===== src/core/tpe_params.svh =====
// Register offsets, field positions, reset values for poison/error status block
`ifndef TPE_PARAMS_SVH
`define TPE_PARAMS_SVH
`define TPE_ADR_CTRL      4'h0
`define TPE_ADR_PSTAT     4'h1
`define TPE_ADR_UNCOR     4'h2
`define TPE_ADR_COR       4'h3
`define TPE_ADR_ISTAT     4'h4
`define TPE_ADR_IMASK     4'h5
`define TPE_ADR_CFGREG    4'h6
`define TPE_CTRL_PAR_EN   0
`define TPE_PSTAT_MDPE    8
`define TPE_PSTAT_DPE     15
`define TPE_RST_WORD      32'h00000000
`define TPE_IRQ_W         4
`define TPE_IRQ_DPE       0
`define TPE_IRQ_MDPE      1
`define TPE_IRQ_UNCOR     2
`define TPE_IRQ_COR       3
`endif


===== src/core/tpe_pkg.sv =====
// Types shared by the poison/error status block
package tpe_pkg;
   typedef enum logic [1:0]
   {
      TPE_PKT_MEM_WR,
      TPE_PKT_CPL,
      TPE_PKT_CFG_WR,
      TPE_PKT_OTHER
   } tpe_pkt_t;
endpackage : tpe_pkg


===== src/core/tpe_core.sv =====
// Poisoned packet handling and error status registers with Wishbone slave
//
// Chosen here: the Wishbone register port and the placing of the registers.
`timescale 1ns/10ps
`include "tpe_params.svh"

module tpe_core
(
   input  wire logic                CORE_CLK,
   input  wire logic                NRST,
   input  wire logic                WB_CYC_I,
   input  wire logic                WB_STB_I,
   input  wire logic                WB_WE_I,
   input  wire logic [5:0]          WB_ADR_I,
   input  wire logic [3:0]          WB_SEL_I,
   input  wire logic [31:0]         WB_DAT_I,
   output logic      [31:0]         WB_DAT_O,
   output logic                     WB_ACK_O,
   input  wire logic                RX_VALID,
   input  wire tpe_pkg::tpe_pkt_t   RX_KIND,
   input  wire logic                RX_POISON,
   input  wire logic                RX_MALFORMED,
   input  wire logic [31:0]         RX_DATA,
   output logic                     APP_RX_VALID,
   output logic                     APP_RX_POISON,
   output logic      [31:0]         APP_RX_DATA,
   input  wire logic                APP_TX_VALID,
   input  wire tpe_pkg::tpe_pkt_t   APP_TX_KIND,
   input  wire logic                APP_TX_POISON,
   input  wire logic [31:0]         APP_TX_DATA,
   output logic                     LINK_TX_VALID,
   output logic                     LINK_TX_POISON,
   output logic      [31:0]         LINK_TX_DATA,
   output logic                     CFG_CPL_VALID,
   output logic                     CFG_CPL_POISON,
   input  wire logic [31:0]         UNCOR_ERR_EVT,
   input  wire logic [31:0]         COR_ERR_EVT,
   output logic                     IRQ
);

   // ------------------------------------------------------------
   // Reset release
   // ------------------------------------------------------------
   logic                rst_meta_ff;
   logic                rst_n_ff;

   always_ff @(posedge CORE_CLK or negedge NRST)
   begin
      if (!NRST)
      begin
         rst_meta_ff <= 1'b0;
         rst_n_ff    <= 1'b0;
      end
      else
      begin
         rst_meta_ff <= 1'b1;
         rst_n_ff    <= rst_meta_ff;
      end
   end

   // ------------------------------------------------------------
   // Bus decode
   // ------------------------------------------------------------
   logic                bus_req;
   logic                wr_stb;
   logic [3:0]          idx;
   logic [31:0]         wmask;
   logic [31:0]         wdat;

   assign bus_req = WB_CYC_I & WB_STB_I & ~WB_ACK_O;
   // Writes land at the edge where the master samples ack high
   assign wr_stb  = WB_CYC_I & WB_STB_I & WB_WE_I & WB_ACK_O;
   assign idx     = WB_ADR_I[5:2];
   assign wmask   = {{8{WB_SEL_I[3]}}, {8{WB_SEL_I[2]}}, {8{WB_SEL_I[1]}}, {8{WB_SEL_I[0]}}};
   assign wdat    = WB_DAT_I & wmask;

   // ------------------------------------------------------------
   // Control and configuration register
   // ------------------------------------------------------------
   logic                par_en_ff;
   logic [31:0]         cfg_reg_ff;
   logic                cfg_wr_ok;

   always_ff @(posedge CORE_CLK or negedge rst_n_ff)
   begin
      if (!rst_n_ff)
         par_en_ff <= 1'b0;
      else if (wr_stb && idx == `TPE_ADR_CTRL && WB_SEL_I[0])
         par_en_ff <= WB_DAT_I[`TPE_CTRL_PAR_EN];
   end

   // Only clean configuration writes land in the register
   assign cfg_wr_ok = RX_VALID & ~RX_MALFORMED & ~RX_POISON
                      & (RX_KIND == tpe_pkg::TPE_PKT_CFG_WR);

   always_ff @(posedge CORE_CLK or negedge rst_n_ff)
   begin
      if (!rst_n_ff)
         cfg_reg_ff <= `TPE_RST_WORD;
      else if (cfg_wr_ok)
         cfg_reg_ff <= RX_DATA;
   end

   // ------------------------------------------------------------
   // Receive path
   // ------------------------------------------------------------
   logic                rx_good;
   logic                rx_poison_evt;
   logic                rx_cpl_poison_evt;

   assign rx_good           = RX_VALID & ~RX_MALFORMED;
   assign rx_poison_evt     = rx_good & RX_POISON;
   assign rx_cpl_poison_evt = rx_poison_evt & (RX_KIND == tpe_pkg::TPE_PKT_CPL);

   always_ff @(posedge CORE_CLK or negedge rst_n_ff)
   begin
      if (!rst_n_ff)
      begin
         APP_RX_VALID  <= 1'b0;
         APP_RX_POISON <= 1'b0;
         APP_RX_DATA   <= `TPE_RST_WORD;
      end
      else
      begin
         APP_RX_VALID  <= rx_good;
         APP_RX_POISON <= rx_good & RX_POISON;
         APP_RX_DATA   <= RX_DATA;
      end
   end

   // ------------------------------------------------------------
   // Transmit path
   // ------------------------------------------------------------
   logic                tx_wr_poison_evt;

   assign tx_wr_poison_evt = APP_TX_VALID & APP_TX_POISON
                             & (APP_TX_KIND == tpe_pkg::TPE_PKT_MEM_WR);

   always_ff @(posedge CORE_CLK or negedge rst_n_ff)
   begin
      if (!rst_n_ff)
      begin
         LINK_TX_VALID  <= 1'b0;
         LINK_TX_POISON <= 1'b0;
         LINK_TX_DATA   <= `TPE_RST_WORD;
      end
      else
      begin
         LINK_TX_VALID  <= APP_TX_VALID;
         LINK_TX_POISON <= APP_TX_VALID & APP_TX_POISON;
         LINK_TX_DATA   <= APP_TX_DATA;
      end
   end

   // Configuration completion for every received configuration write that is not malformed
   always_ff @(posedge CORE_CLK or negedge rst_n_ff)
   begin
      if (!rst_n_ff)
      begin
         CFG_CPL_VALID  <= 1'b0;
         CFG_CPL_POISON <= 1'b0;
      end
      else
      begin
         CFG_CPL_VALID  <= rx_good & (RX_KIND == tpe_pkg::TPE_PKT_CFG_WR);
         CFG_CPL_POISON <= 1'b0;
      end
   end

   // ------------------------------------------------------------
   // Sticky status registers
   // ------------------------------------------------------------
   logic                dpe_ff;
   logic                mdpe_ff;
   logic [31:0]         uncor_ff;
   logic [31:0]         cor_ff;
   logic [31:0]         clr_pstat;
   logic                mdpe_set;

   assign clr_pstat = (wr_stb && idx == `TPE_ADR_PSTAT) ? wdat : 32'h00000000;
   assign mdpe_set  = par_en_ff & (tx_wr_poison_evt | rx_cpl_poison_evt);

   always_ff @(posedge CORE_CLK or negedge rst_n_ff)
   begin
      if (!rst_n_ff)
      begin
         dpe_ff  <= 1'b0;
         mdpe_ff <= 1'b0;
      end
      else
      begin
         dpe_ff  <= rx_poison_evt | (dpe_ff & ~clr_pstat[`TPE_PSTAT_DPE]);
         mdpe_ff <= mdpe_set | (mdpe_ff & ~clr_pstat[`TPE_PSTAT_MDPE]);
      end
   end

   always_ff @(posedge CORE_CLK or negedge rst_n_ff)
   begin
      if (!rst_n_ff)
         uncor_ff <= `TPE_RST_WORD;
      else if (wr_stb && idx == `TPE_ADR_UNCOR)
         uncor_ff <= UNCOR_ERR_EVT | (uncor_ff & ~wdat);
      else
         uncor_ff <= UNCOR_ERR_EVT | uncor_ff;
   end

   always_ff @(posedge CORE_CLK or negedge rst_n_ff)
   begin
      if (!rst_n_ff)
         cor_ff <= `TPE_RST_WORD;
      else if (wr_stb && idx == `TPE_ADR_COR)
         cor_ff <= COR_ERR_EVT | (cor_ff & ~wdat);
      else
         cor_ff <= COR_ERR_EVT | cor_ff;
   end

   // ------------------------------------------------------------
   // Interrupt status and mask
   // ------------------------------------------------------------
   logic [`TPE_IRQ_W-1:0] ist_ff;
   logic [`TPE_IRQ_W-1:0] imask_ff;
   logic [`TPE_IRQ_W-1:0] ievt;
   logic [`TPE_IRQ_W-1:0] iclr;

   assign ievt = {|COR_ERR_EVT, |UNCOR_ERR_EVT, mdpe_set, rx_poison_evt};
   assign iclr = (wr_stb && idx == `TPE_ADR_ISTAT) ? wdat[`TPE_IRQ_W-1:0]
                                                   : {`TPE_IRQ_W{1'b0}};

   always_ff @(posedge CORE_CLK or negedge rst_n_ff)
   begin
      if (!rst_n_ff)
         ist_ff <= {`TPE_IRQ_W{1'b0}};
      else
         ist_ff <= ievt | (ist_ff & ~iclr);
   end

   always_ff @(posedge CORE_CLK or negedge rst_n_ff)
   begin
      if (!rst_n_ff)
         imask_ff <= {`TPE_IRQ_W{1'b0}};
      else if (wr_stb && idx == `TPE_ADR_IMASK && WB_SEL_I[0])
         imask_ff <= WB_DAT_I[`TPE_IRQ_W-1:0];
   end

   always_ff @(posedge CORE_CLK or negedge rst_n_ff)
   begin
      if (!rst_n_ff)
         IRQ <= 1'b0;
      else
         IRQ <= |((ievt | (ist_ff & ~iclr)) & imask_ff);
   end

   // ------------------------------------------------------------
   // Read mux and acknowledge
   // ------------------------------------------------------------
   logic [31:0]         rdat;

   always_comb
   begin
      case (idx)
         `TPE_ADR_CTRL   : rdat = {31'h00000000, par_en_ff};
         `TPE_ADR_PSTAT  : rdat = {16'h0000, dpe_ff, 6'h00, mdpe_ff, 8'h00};
         `TPE_ADR_UNCOR  : rdat = uncor_ff;
         `TPE_ADR_COR    : rdat = cor_ff;
         `TPE_ADR_ISTAT  : rdat = {28'h0000000, ist_ff};
         `TPE_ADR_IMASK  : rdat = {28'h0000000, imask_ff};
         `TPE_ADR_CFGREG : rdat = cfg_reg_ff;
         default         : rdat = 32'h00000000;
      endcase
   end

   always_ff @(posedge CORE_CLK or negedge rst_n_ff)
   begin
      if (!rst_n_ff)
      begin
         WB_ACK_O <= 1'b0;
         WB_DAT_O <= 32'h00000000;
      end
      else
      begin
         WB_ACK_O <= bus_req;
         WB_DAT_O <= bus_req ? rdat : 32'h00000000;
      end
   end
endmodule : tpe_core


===== config.mk =====
export PLATFORM = sky130hd
export DESIGN_NAME = tpe_core
export DESIGN_NICKNAME = d
export VERILOG_FILES = /design/src/core/tpe_pkg.sv /design/src/core/tpe_core.sv
export VERILOG_INCLUDE_DIRS = /design/src /design/src/core
export SDC_FILE = /design/constraint.sdc
export NUM_CORES = 1
export LEC_CHECK = 0
export BUFFER_PORTS_ARGS = -buffer_cell sky130_fd_sc_hd__clkbuf_2
export CORE_AREA = 2 2 129 131
export CTS_CLUSTER_SIZE = 24
export DETAILED_ROUTE_END_ITERATION = 16
export DIE_AREA = 0 0 131 133
export PLACE_DENSITY = 0.78
export SLEW_MARGIN = 20
export SYNTH_ARGS = -nofsm -noshare
export SYNTH_HDL_FRONTEND = slang
export SYNTH_SLANG_ARGS = --single-unit

===== constraint.sdc =====
create_clock -name CORE_CLK -period 8.5 [get_ports CORE_CLK]
set_input_delay 1.275 -clock CORE_CLK [delete_from_list [all_inputs] [get_ports CORE_CLK]]
set_output_delay 1.275 -clock CORE_CLK [all_outputs]
set_load 0.02 [all_outputs]

**Word level (Yosys, flattened, before mapping)**

Cells that the tools add are included.

- Bits in latches: 0
- Memory bits (writable): 0
- Input port bits: 184
- Memories: 0
- Register bits after elaboration: 212
- Memory bits (read-only): 0
- Output and inout port bits: 104
- Logic and storage cells: 82

- Add/subtract/negate cells: 0
- Multipliers: 0
- Reduce and logical (&&, ||, !) cells: 13
- $lt $le $gt $ge: 0
- Shift operators: 0
- Bitwise operators: 35
- Eq/ne operators: 8
- Multiplexer cells: 6
- Divide/modulo/power cells: 0

Operators with widths:

| operator | count |
|---|---|
| 32-bit one-hot mux with 7 select lines | 1 |
| 32-bit bitwise OR | 4 |
| 32-bit bitwise AND | 3 |
| 32-bit 2-to-1 mux | 3 |
| 32-bit OR reduction | 2 |
| 32-bit inverter | 1 |
| 16-bit 2-to-1 mux | 1 |
| 1-bit bitwise AND | 15 |
| 4-bit by 3-bit == test with 1-bit output (second input constant) | 3 |
| 4-bit bitwise AND | 2 |
| 4-bit by 2-bit == test with 1-bit output (second input constant) | 2 |
| 1-bit logical AND | 8 |
| 1-bit inverter | 5 |
| 4-bit by 1-bit == test with 1-bit output (second input constant) | 1 |
| 4-bit logical NOT | 1 |
| 4-bit 2-to-1 mux | 1 |
| 4-bit inverter | 1 |
| 4-bit bitwise OR | 1 |
| 4-bit OR reduction | 1 |
| 1-bit bitwise OR | 3 |
| 2-bit by 1-bit == test with 1-bit output (second input constant) | 1 |
| 2-bit == test (second input constant) | 1 |
| 2-bit logical NOT | 1 |

**Logic depth before layout (Yosys ltp)**

Gate-level depths: netlist of run 1.

- Depth in word-level cells: 10
- Mapped depth: 8

**Least setup slack after synthesis of run 1**

No wires, ideal clock.

- Path type: input to register
- Start point: in WB_ADR_I[4]
- End point: reg uncor_ff[22]
- Path slack: 5.935 ns
- Buffers on the path: 3
- Arrival: 2.447 ns
- Stages: 7
- Cell sequence: buf_2 nor4b_4 and2_0 buf_2 buf_4 nand3_1 a21o_1

- Word-level cells in the longest chain between the ends: 3

RTL lines:

| item | RTL line | text |
|---|---|---|
| start, declared | tpe_core.sv:14 | `input wire logic [5:0] WB_ADR_I,` |
| 4-bit by 2-bit == test with 1-bit output (no source line) | - |  |
| 1-bit logical AND (no source line) | - |  |
| 32-bit 2-to-1 mux | tpe_core.sv:201 | `` else if (wr_stb && idx == `TPE_ADR_UNCOR) `` |
| end signal, assigned | tpe_core.sv:200 | `` uncor_ff <= `TPE_RST_WORD; `` |
| end signal, assigned | tpe_core.sv:202 | `uncor_ff <= UNCOR_ERR_EVT \| (uncor_ff & ~wdat);` |
| end signal, assigned | tpe_core.sv:204 | `uncor_ff <= UNCOR_ERR_EVT \| uncor_ff;` |
| end, declared | tpe_core.sv:175 | `logic [31:0] uncor_ff;` |

No other way between the ends.
A chain may end at the register's enable or synchronous reset.

**Worst setup path after layout of run 1**

- Start point: in WB_ADR_I[2]
- End point: reg cor_ff[14]

- Word-level cells in the longest chain between the ends: 3

RTL lines:

| item | RTL line | text |
|---|---|---|
| 4-bit by 2-bit == test with 1-bit output (no source line) | - |  |
| 1-bit logical AND (no source line) | - |  |
| 32-bit 2-to-1 mux | tpe_core.sv:211 | `` else if (wr_stb && idx == `TPE_ADR_COR) `` |
| end signal, assigned | tpe_core.sv:210 | `` cor_ff <= `TPE_RST_WORD; `` |
| end signal, assigned | tpe_core.sv:212 | `cor_ff <= COR_ERR_EVT \| (cor_ff & ~wdat);` |
| end signal, assigned | tpe_core.sv:214 | `cor_ff <= COR_ERR_EVT \| cor_ff;` |
| end, declared | tpe_core.sv:176 | `logic [31:0] cor_ff;` |

No other way between the ends.

==> results of run 1 <==
[worst max-delay path, stage by stage]
cell and delay, ns:
clkbuf_2 0.27, and4bb_2 0.95, and2_1 0.53, buf_4 0.40, nand3_1 0.14, a21o_1 0.20
[through the flow]
| step | instance area, sq um | hold slack (ns) | std cells |
|---|---|---|---|
| 3_3_place_gp | 9270 | 0.336 | 1036 |
| 6_report | 10000 | 0.366 | 1076 |
| 2_1_floorplan | 7710 | 0.331 | 562 |
| 4_1_cts | 10000 | 0.376 | 1076 |
| 5_1_grt | 10000 | 0.368 | 1076 |
| 3_5_place_dp | 9270 | 0.350 | 1036 |
[cells in the final DEF (no fill, tap or decap), types with 4 or more instances in the layout]
cell type and instances:
a21oi_1 5, a21o_1 65, o21ai_0 4, nand3_1 66, a222oi_1 31, clkbuf_16 23
nand2_1 12, clkinv_2 4, clkbuf_2 284, buf_4 7, dfrtp_1 211, nor2_1 28
inv_1 7, nor4_1 17, clkbuf_8 6, mux2_2 37, nand4_1 8
[Yosys cell counts, types with 4 or more instances]
library cell / number / area share
buf_4: 9 / 0.0088
nor2_1: 28 / 0.014
a222oi_1: 31 / 0.040
buf_1: 4 / 0.0019
nor4_1: 17 / 0.014
a21o_1: 65 / 0.063
nand4_1: 8 / 0.0065
clkbuf_1: 15 / 0.0073
a21oi_1: 5 / 0.0032
nand3_1: 66 / 0.043
mux2_2: 37 / 0.054
inv_1: 7 / 0.0034
nand2_1: 12 / 0.0058
buf_2: 6 / 0.0039
o21ai_0: 4 / 0.0026
dfrtp_1: 212 / 0.69
[where the power goes]
part           internal (mW)  leakage (nW)  total, mW  switching (mW)
clock network          0.607         0.374      0.992           0.385
registers               1.07          2.39       1.10          0.0316
logic                 0.0814          1.77      0.187           0.106
[registers in the layout (all words and copies together), names as in the netlist, 4 cells and up]
signal        flops
WB_DAT_O         32
LINK_TX_DATA     32
ist_ff            4
cfg_reg_ff       32
imask_ff          4
APP_RX_DATA      32
uncor_ff         32
cor_ff           32
[kinds of logic (layout without fill, tap and decap cells)]
family,count (synthesis),after routing
AOI/OAI and AO/OA,117,117
other,2,2
DFF,212,212
and+or+nand+nor,148,148
buffers and inverters,44,338
muxes,39,39
[layout make-up]
cell class,count,area share
Clock buffer,32,0.0667
Clock inverter,8,0.00948
Inverter,7,0.00262
Multi-Input combinational cell,306,0.218
Sequential cell,212,0.529
Tap cell,220,0.0274
Timing Repair Buffer,291,0.147
[routing by layer]
layer | vias up | track usage | wire length [microns]
met1 | 2973 | 0.330 | 8430
met5 | - | 0 | 0
met3 | 40 | 0.0489 | 1970
li1 | 2638 | - | -
met2 | 358 | 0.401 | 10500
met4 | 0 | 0.0703 | 493
[final timing paths]
check,startpoint,end,slack [ns],cells past startpoint
setup / recovery,WB_ADR_I[2],cor_ff[14],5.09,6
hold / removal,rst_meta_ff,rst_n_ff,0.37,0
setup reg to reg,WB_ACK_O,cor_ff[14],6.34,5
hold reg to reg,rst_meta_ff,rst_n_ff,0.37,0
max in group asynchronous,rst_n_ff,uncor_ff[3],6.65,1
min in group asynchronous,rst_n_ff,LINK_TX_DATA[25],0.41,0
==> results.cfg, run 1 <==
[grt]
antenna_found_initial = 0
grt_first_pass_wirelength_mm = 33.0
overflow = 0
grt_max_degree = 81
grt.total_usage = 0.244
grt_pass1_vias = 6184

[power_and_ir_drop]
peakVddDrop_mv = 0.214
power_density_mw_per_mm2 = 227
power.leakage_nw = 4.54
total_power_mw = 2.28

[placement]
place.gp.congestion = 0.798
io_buffer_count = 284
place_ws_ns = 4.59
dpl.hpwl_mm = 14.6

[worst_hold_path]
hold_path_class = flip-flop to flip-flop

[floorplan]
io_pins = 288
core_area_sq_mm = 0.0162
fp-row-count = 47
initial_utilization = 0.477
chipWidth_microns = 131
die_h_microns = 133
die-area_sq_mm = 0.0174

[clock_tree]
clkTransAtPathRegs_ns = 0.06
cts.sinks = 212
clk_path_buf_depth = 3
cts_max_level = 1
postCtsSetupBuffers = 0
tritoncts = yes
hold_buffers = 0
cts_buffers = 22
ctsResizeCount = 0
root_buffer = clkbuf_16
clk_latency_ns = 0.49

[sta]
rsz0062_at_grt = no
period_share = 0.401
min_period_ns = 3.41
relSlewSlack = 0.346
setup_viol = 0
fin_ws_ns = 5.09
fmax_ghz = 0.293
hold_viol = 0
tightest_slew_ns = 0.982
clock_skew_ns = 0.00639
slew_viol_final = 0
setup_tns_ns = 0

[setup_path]
crit_fanout = 33
critical_path_class = input port to flip-flop
crit_arrival_ns = 3.79
required_ns = 8.88
start_kind = input port
cp-end-kind = flip-flop

[cells_and_area]
finish.utilization = 0.620
nNetsFinal = 1024
syn_to_final_growth_pct = 30.1
drive_gt1_frac = 0.435
antennaDiodeCount = 0
fill_cells = 1278
ff_latch_area_sq_mm = 0.00531
multiInputGateArea_sq_mm = 0.00218

[routing]
avgRoutedWirePerCell_microns = 19.9
dr_total_vias = 6009
dr.pass1.iters = 6
vias_per_cell = 5.58
dr.first_iter.drc_count = 568
ant_nets = 0
drt_wl_total_mm = 21.4
drcViolationCount = 0

[logic_synthesis]
syn_area_sq_mm = 0.00771
ys_warn_count = 0
synth_cells = 562
syn_area_per_cell_sq_um = 13.7
synth-compound-area-share = 0.122
synth_top_family_by_area = compound AO/OA/AOI/OAI gates
yosysSeqAreaShare = 0.688
synth_nets = 746
synthAdderAreaFrac = 0
yosys.area_share.simple = 0.103
synth_xor_area_frac = 0
synth_seq_cells = 212
ys_async_sr_fraction = 1.00
synthDistinctLibCells = 40
synthMuxAreaShare = 0.0568
synthFlopType = dfrtp_1
synth-edff-count = 0

[outcome]
status = completed

[job]
drv_cap = 0
Power figures use the tool's default switching activity.
==> run 2, diff against run 1 <==
==> constraint.sdc (replaced) <==
create_clock -name CORE_CLK -period 3.48 [get_ports CORE_CLK]
set_input_delay 0.522 -clock CORE_CLK [delete_from_list [all_inputs] [get_ports CORE_CLK]]
set_output_delay 0.522 -clock CORE_CLK [all_outputs]
set_load 0.02 [all_outputs]
==> run 2 against run 1 <==
Combinational power grew to 2.5 times the previous value. Critical path depth fell by 1. Worst setup slack worse by 3.8 ns. First-iteration DRC count is 0.18% higher. Sequential cell count did not move. Global-route usage grew 0.14 points. Clock power rose to 2.5 times the previous value. Highest routed layer unchanged. Total power increased by 150%.
==> results.cfg, run 2 (synthesized netlist as in run 1, its figures left out) <==
[outcome]
status = completed

[sta]
setup_tns_ns = 0
setup_viol = 0
slew_viol_final = 0
hold_viol = 0
tightest_slew_ns = 0.983
relSlewSlack = 0.345
clock_skew_ns = 0.00798
period_share = 0.616
fin_ws_ns = 1.34
rsz0062_at_grt = no
fmax_ghz = 0.466
min_period_ns = 2.14

[placement]
dpl.hpwl_mm = 14.9
place_inst = 1041
io_buffer_count = 284
place.gp.congestion = 0.803
place_ws_ns = 1.09

[cells_and_area]
antennaDiodeCount = 0
drive_gt1_frac = 0.437
nNetsFinal = 1031
fill_cells = 1275
syn_to_final_growth_pct = 31.9
layout_common_cells = 284 x clkbuf_2, 211 x dfrtp_1, 66 x nand3_1, 65 x a21o_1, 37 x mux2_2
layout_commonest_cell = clkbuf_2
final_cells = 1082

[power_and_ir_drop]
p_switching_mw = 1.30
power.leakage_nw = 4.60
peakVddDrop_mv = 0.371
switching_share = 0.229
clock_power_share = 0.444
total_power_mw = 5.66
internal_power_mw = 4.37
power_density_mw_per_mm2 = 557
sequentialPowerShare = 0.472
combPwrFrac = 0.084

[floorplan]
die-area_sq_mm = 0.0174
fp-row-count = 47
initial_utilization = 0.477
die_h_microns = 133
io_pins = 288
core_area_sq_mm = 0.0162
chipWidth_microns = 131

[grt]
antenna_found_initial = 0
grt.total_usage = 0.246
grt_pass1_vias = 6156
grt_first_pass_wirelength_mm = 32.9
grt_max_degree = 83
overflow = 0

[routing]
wl_met2_mm = 10.7
ant_nets = 0
drt_wl_total_mm = 21.6
dr.first_iter.drc_count = 569
wl_met1_mm = 8.28
vias_per_cell = 5.56
avgRoutedWirePerCell_microns = 20.0
dr_total_vias = 6011
highest_layer = met4
drcViolationCount = 0
route.met3.wl_mm = 1.98
dr.pass1.iters = 6

[setup_path]
crit_chain = and4_1 -> and2_1 -> buf_12 -> nand3_1 -> a21o_1
critical_path_class = flip-flop to flip-flop
rr_worst_depth = 5
start_kind = flip-flop
crit_fanout = 19
required_ns = 3.87
crit_arrival_ns = 2.53
cp-end-kind = flip-flop
crit_slowest_cell = and2_1
cpPeakStageDelay_ns = 0.67

[clock_tree]
cts_buffers = 22
clk_latency_ns = 0.50
clk_path_buf_depth = 3
tritoncts = yes
clkTransAtPathRegs_ns = 0.06
postCtsSetupBuffers = 0
cts_max_level = 1
root_buffer = clkbuf_16
ctsResizeCount = 0
cts.sinks = 212

[worst_hold_path]
holdPathStages = 1
hold_path_class = input port to flip-flop

[job]
drv_cap = 0
[run 2: changes by cell type in the layout (fill, tap and decap cells not counted), sizes merged]
cell | before | now
dlygate4sd3 | 0 | 1
buf | 7 | 13
clkinv | 4 | 3
clkinvlp | 2 | 1
bufinv | 2 | 3
[run 2: through the flow]
stage | area [sq um] | util | hold WS, ns
after floorplan | 7710 | - | 0.226
after global placement | 9340 | 0.578 | 0.308
after detailed placement | 9340 | 0.578 | 0.310
after CTS | 10100 | 0.627 | 0.104
after global routing | 10200 | 0.629 | 0.103
final | 10200 | 0.629 | 0.123
[run 2: worst paths after layout]
| check | from | slack [ns] | end |
|---|---|---|---|
| setup / recovery | WB_ACK_O | 1.34 | cor_ff[31] |
| hold / removal | APP_TX_DATA[29] | 0.12 | LINK_TX_DATA[29] |
| setup reg to reg | WB_ACK_O | 1.34 | cor_ff[31] |
| hold reg to reg | rst_n_ff | 0.27 | LINK_TX_DATA[14] |
| max in group asynchronous | rst_n_ff | 2.27 | LINK_TX_DATA[4] |
| min in group asynchronous | rst_n_ff | 0.27 | LINK_TX_DATA[14] |
[run 2: cell type report]
type,count,area (sq um),area share
Sequential cell,212,5310,0.522
Multi-Input combinational cell,306,2180,0.215
Timing Repair Buffer,298,1590,0.156
Clock buffer,32,669,0.0659
Tap cell,220,275,0.0271
Clock inverter,7,116,0.0114
Inverter,7,26.3,0.00258
[run 2: what timing repair did]
action                                  4_1_cts  5_1_grt
endpoints found under the hold margin         2        0
hold buffers                                  1        0
endpoints found under the setup margin        0        0
[run 2: metal layers]
layer,vias to the layer above,global-route usage
met5,-,0
met4,0,0.0898
met3,56,0.0501
met2,356,0.404
met1,2949,0.322
li1,2650,-
[run 2: power by group through the flow]
stage	clock (mW)	sequential [mW]	combinational (mW)
5_1_grt	2.65	2.69	0.517
2_1_floorplan	0	2.79	0.149
6_report	2.51	2.67	0.474
3_3_place_gp	0	2.72	0.448
3_5_place_dp	0	2.73	0.458
4_1_cts	2.55	2.68	0.462
[run 2: worst max-delay path, delay by kind of cell, from the launching register on]
family,cells,cell delay (ns)
AO/OA/AOI/OAI,1,0.20
buffers and inverters,1,0.25
flip-flops,1,0.35
AND/OR/NAND/NOR,3,1.21
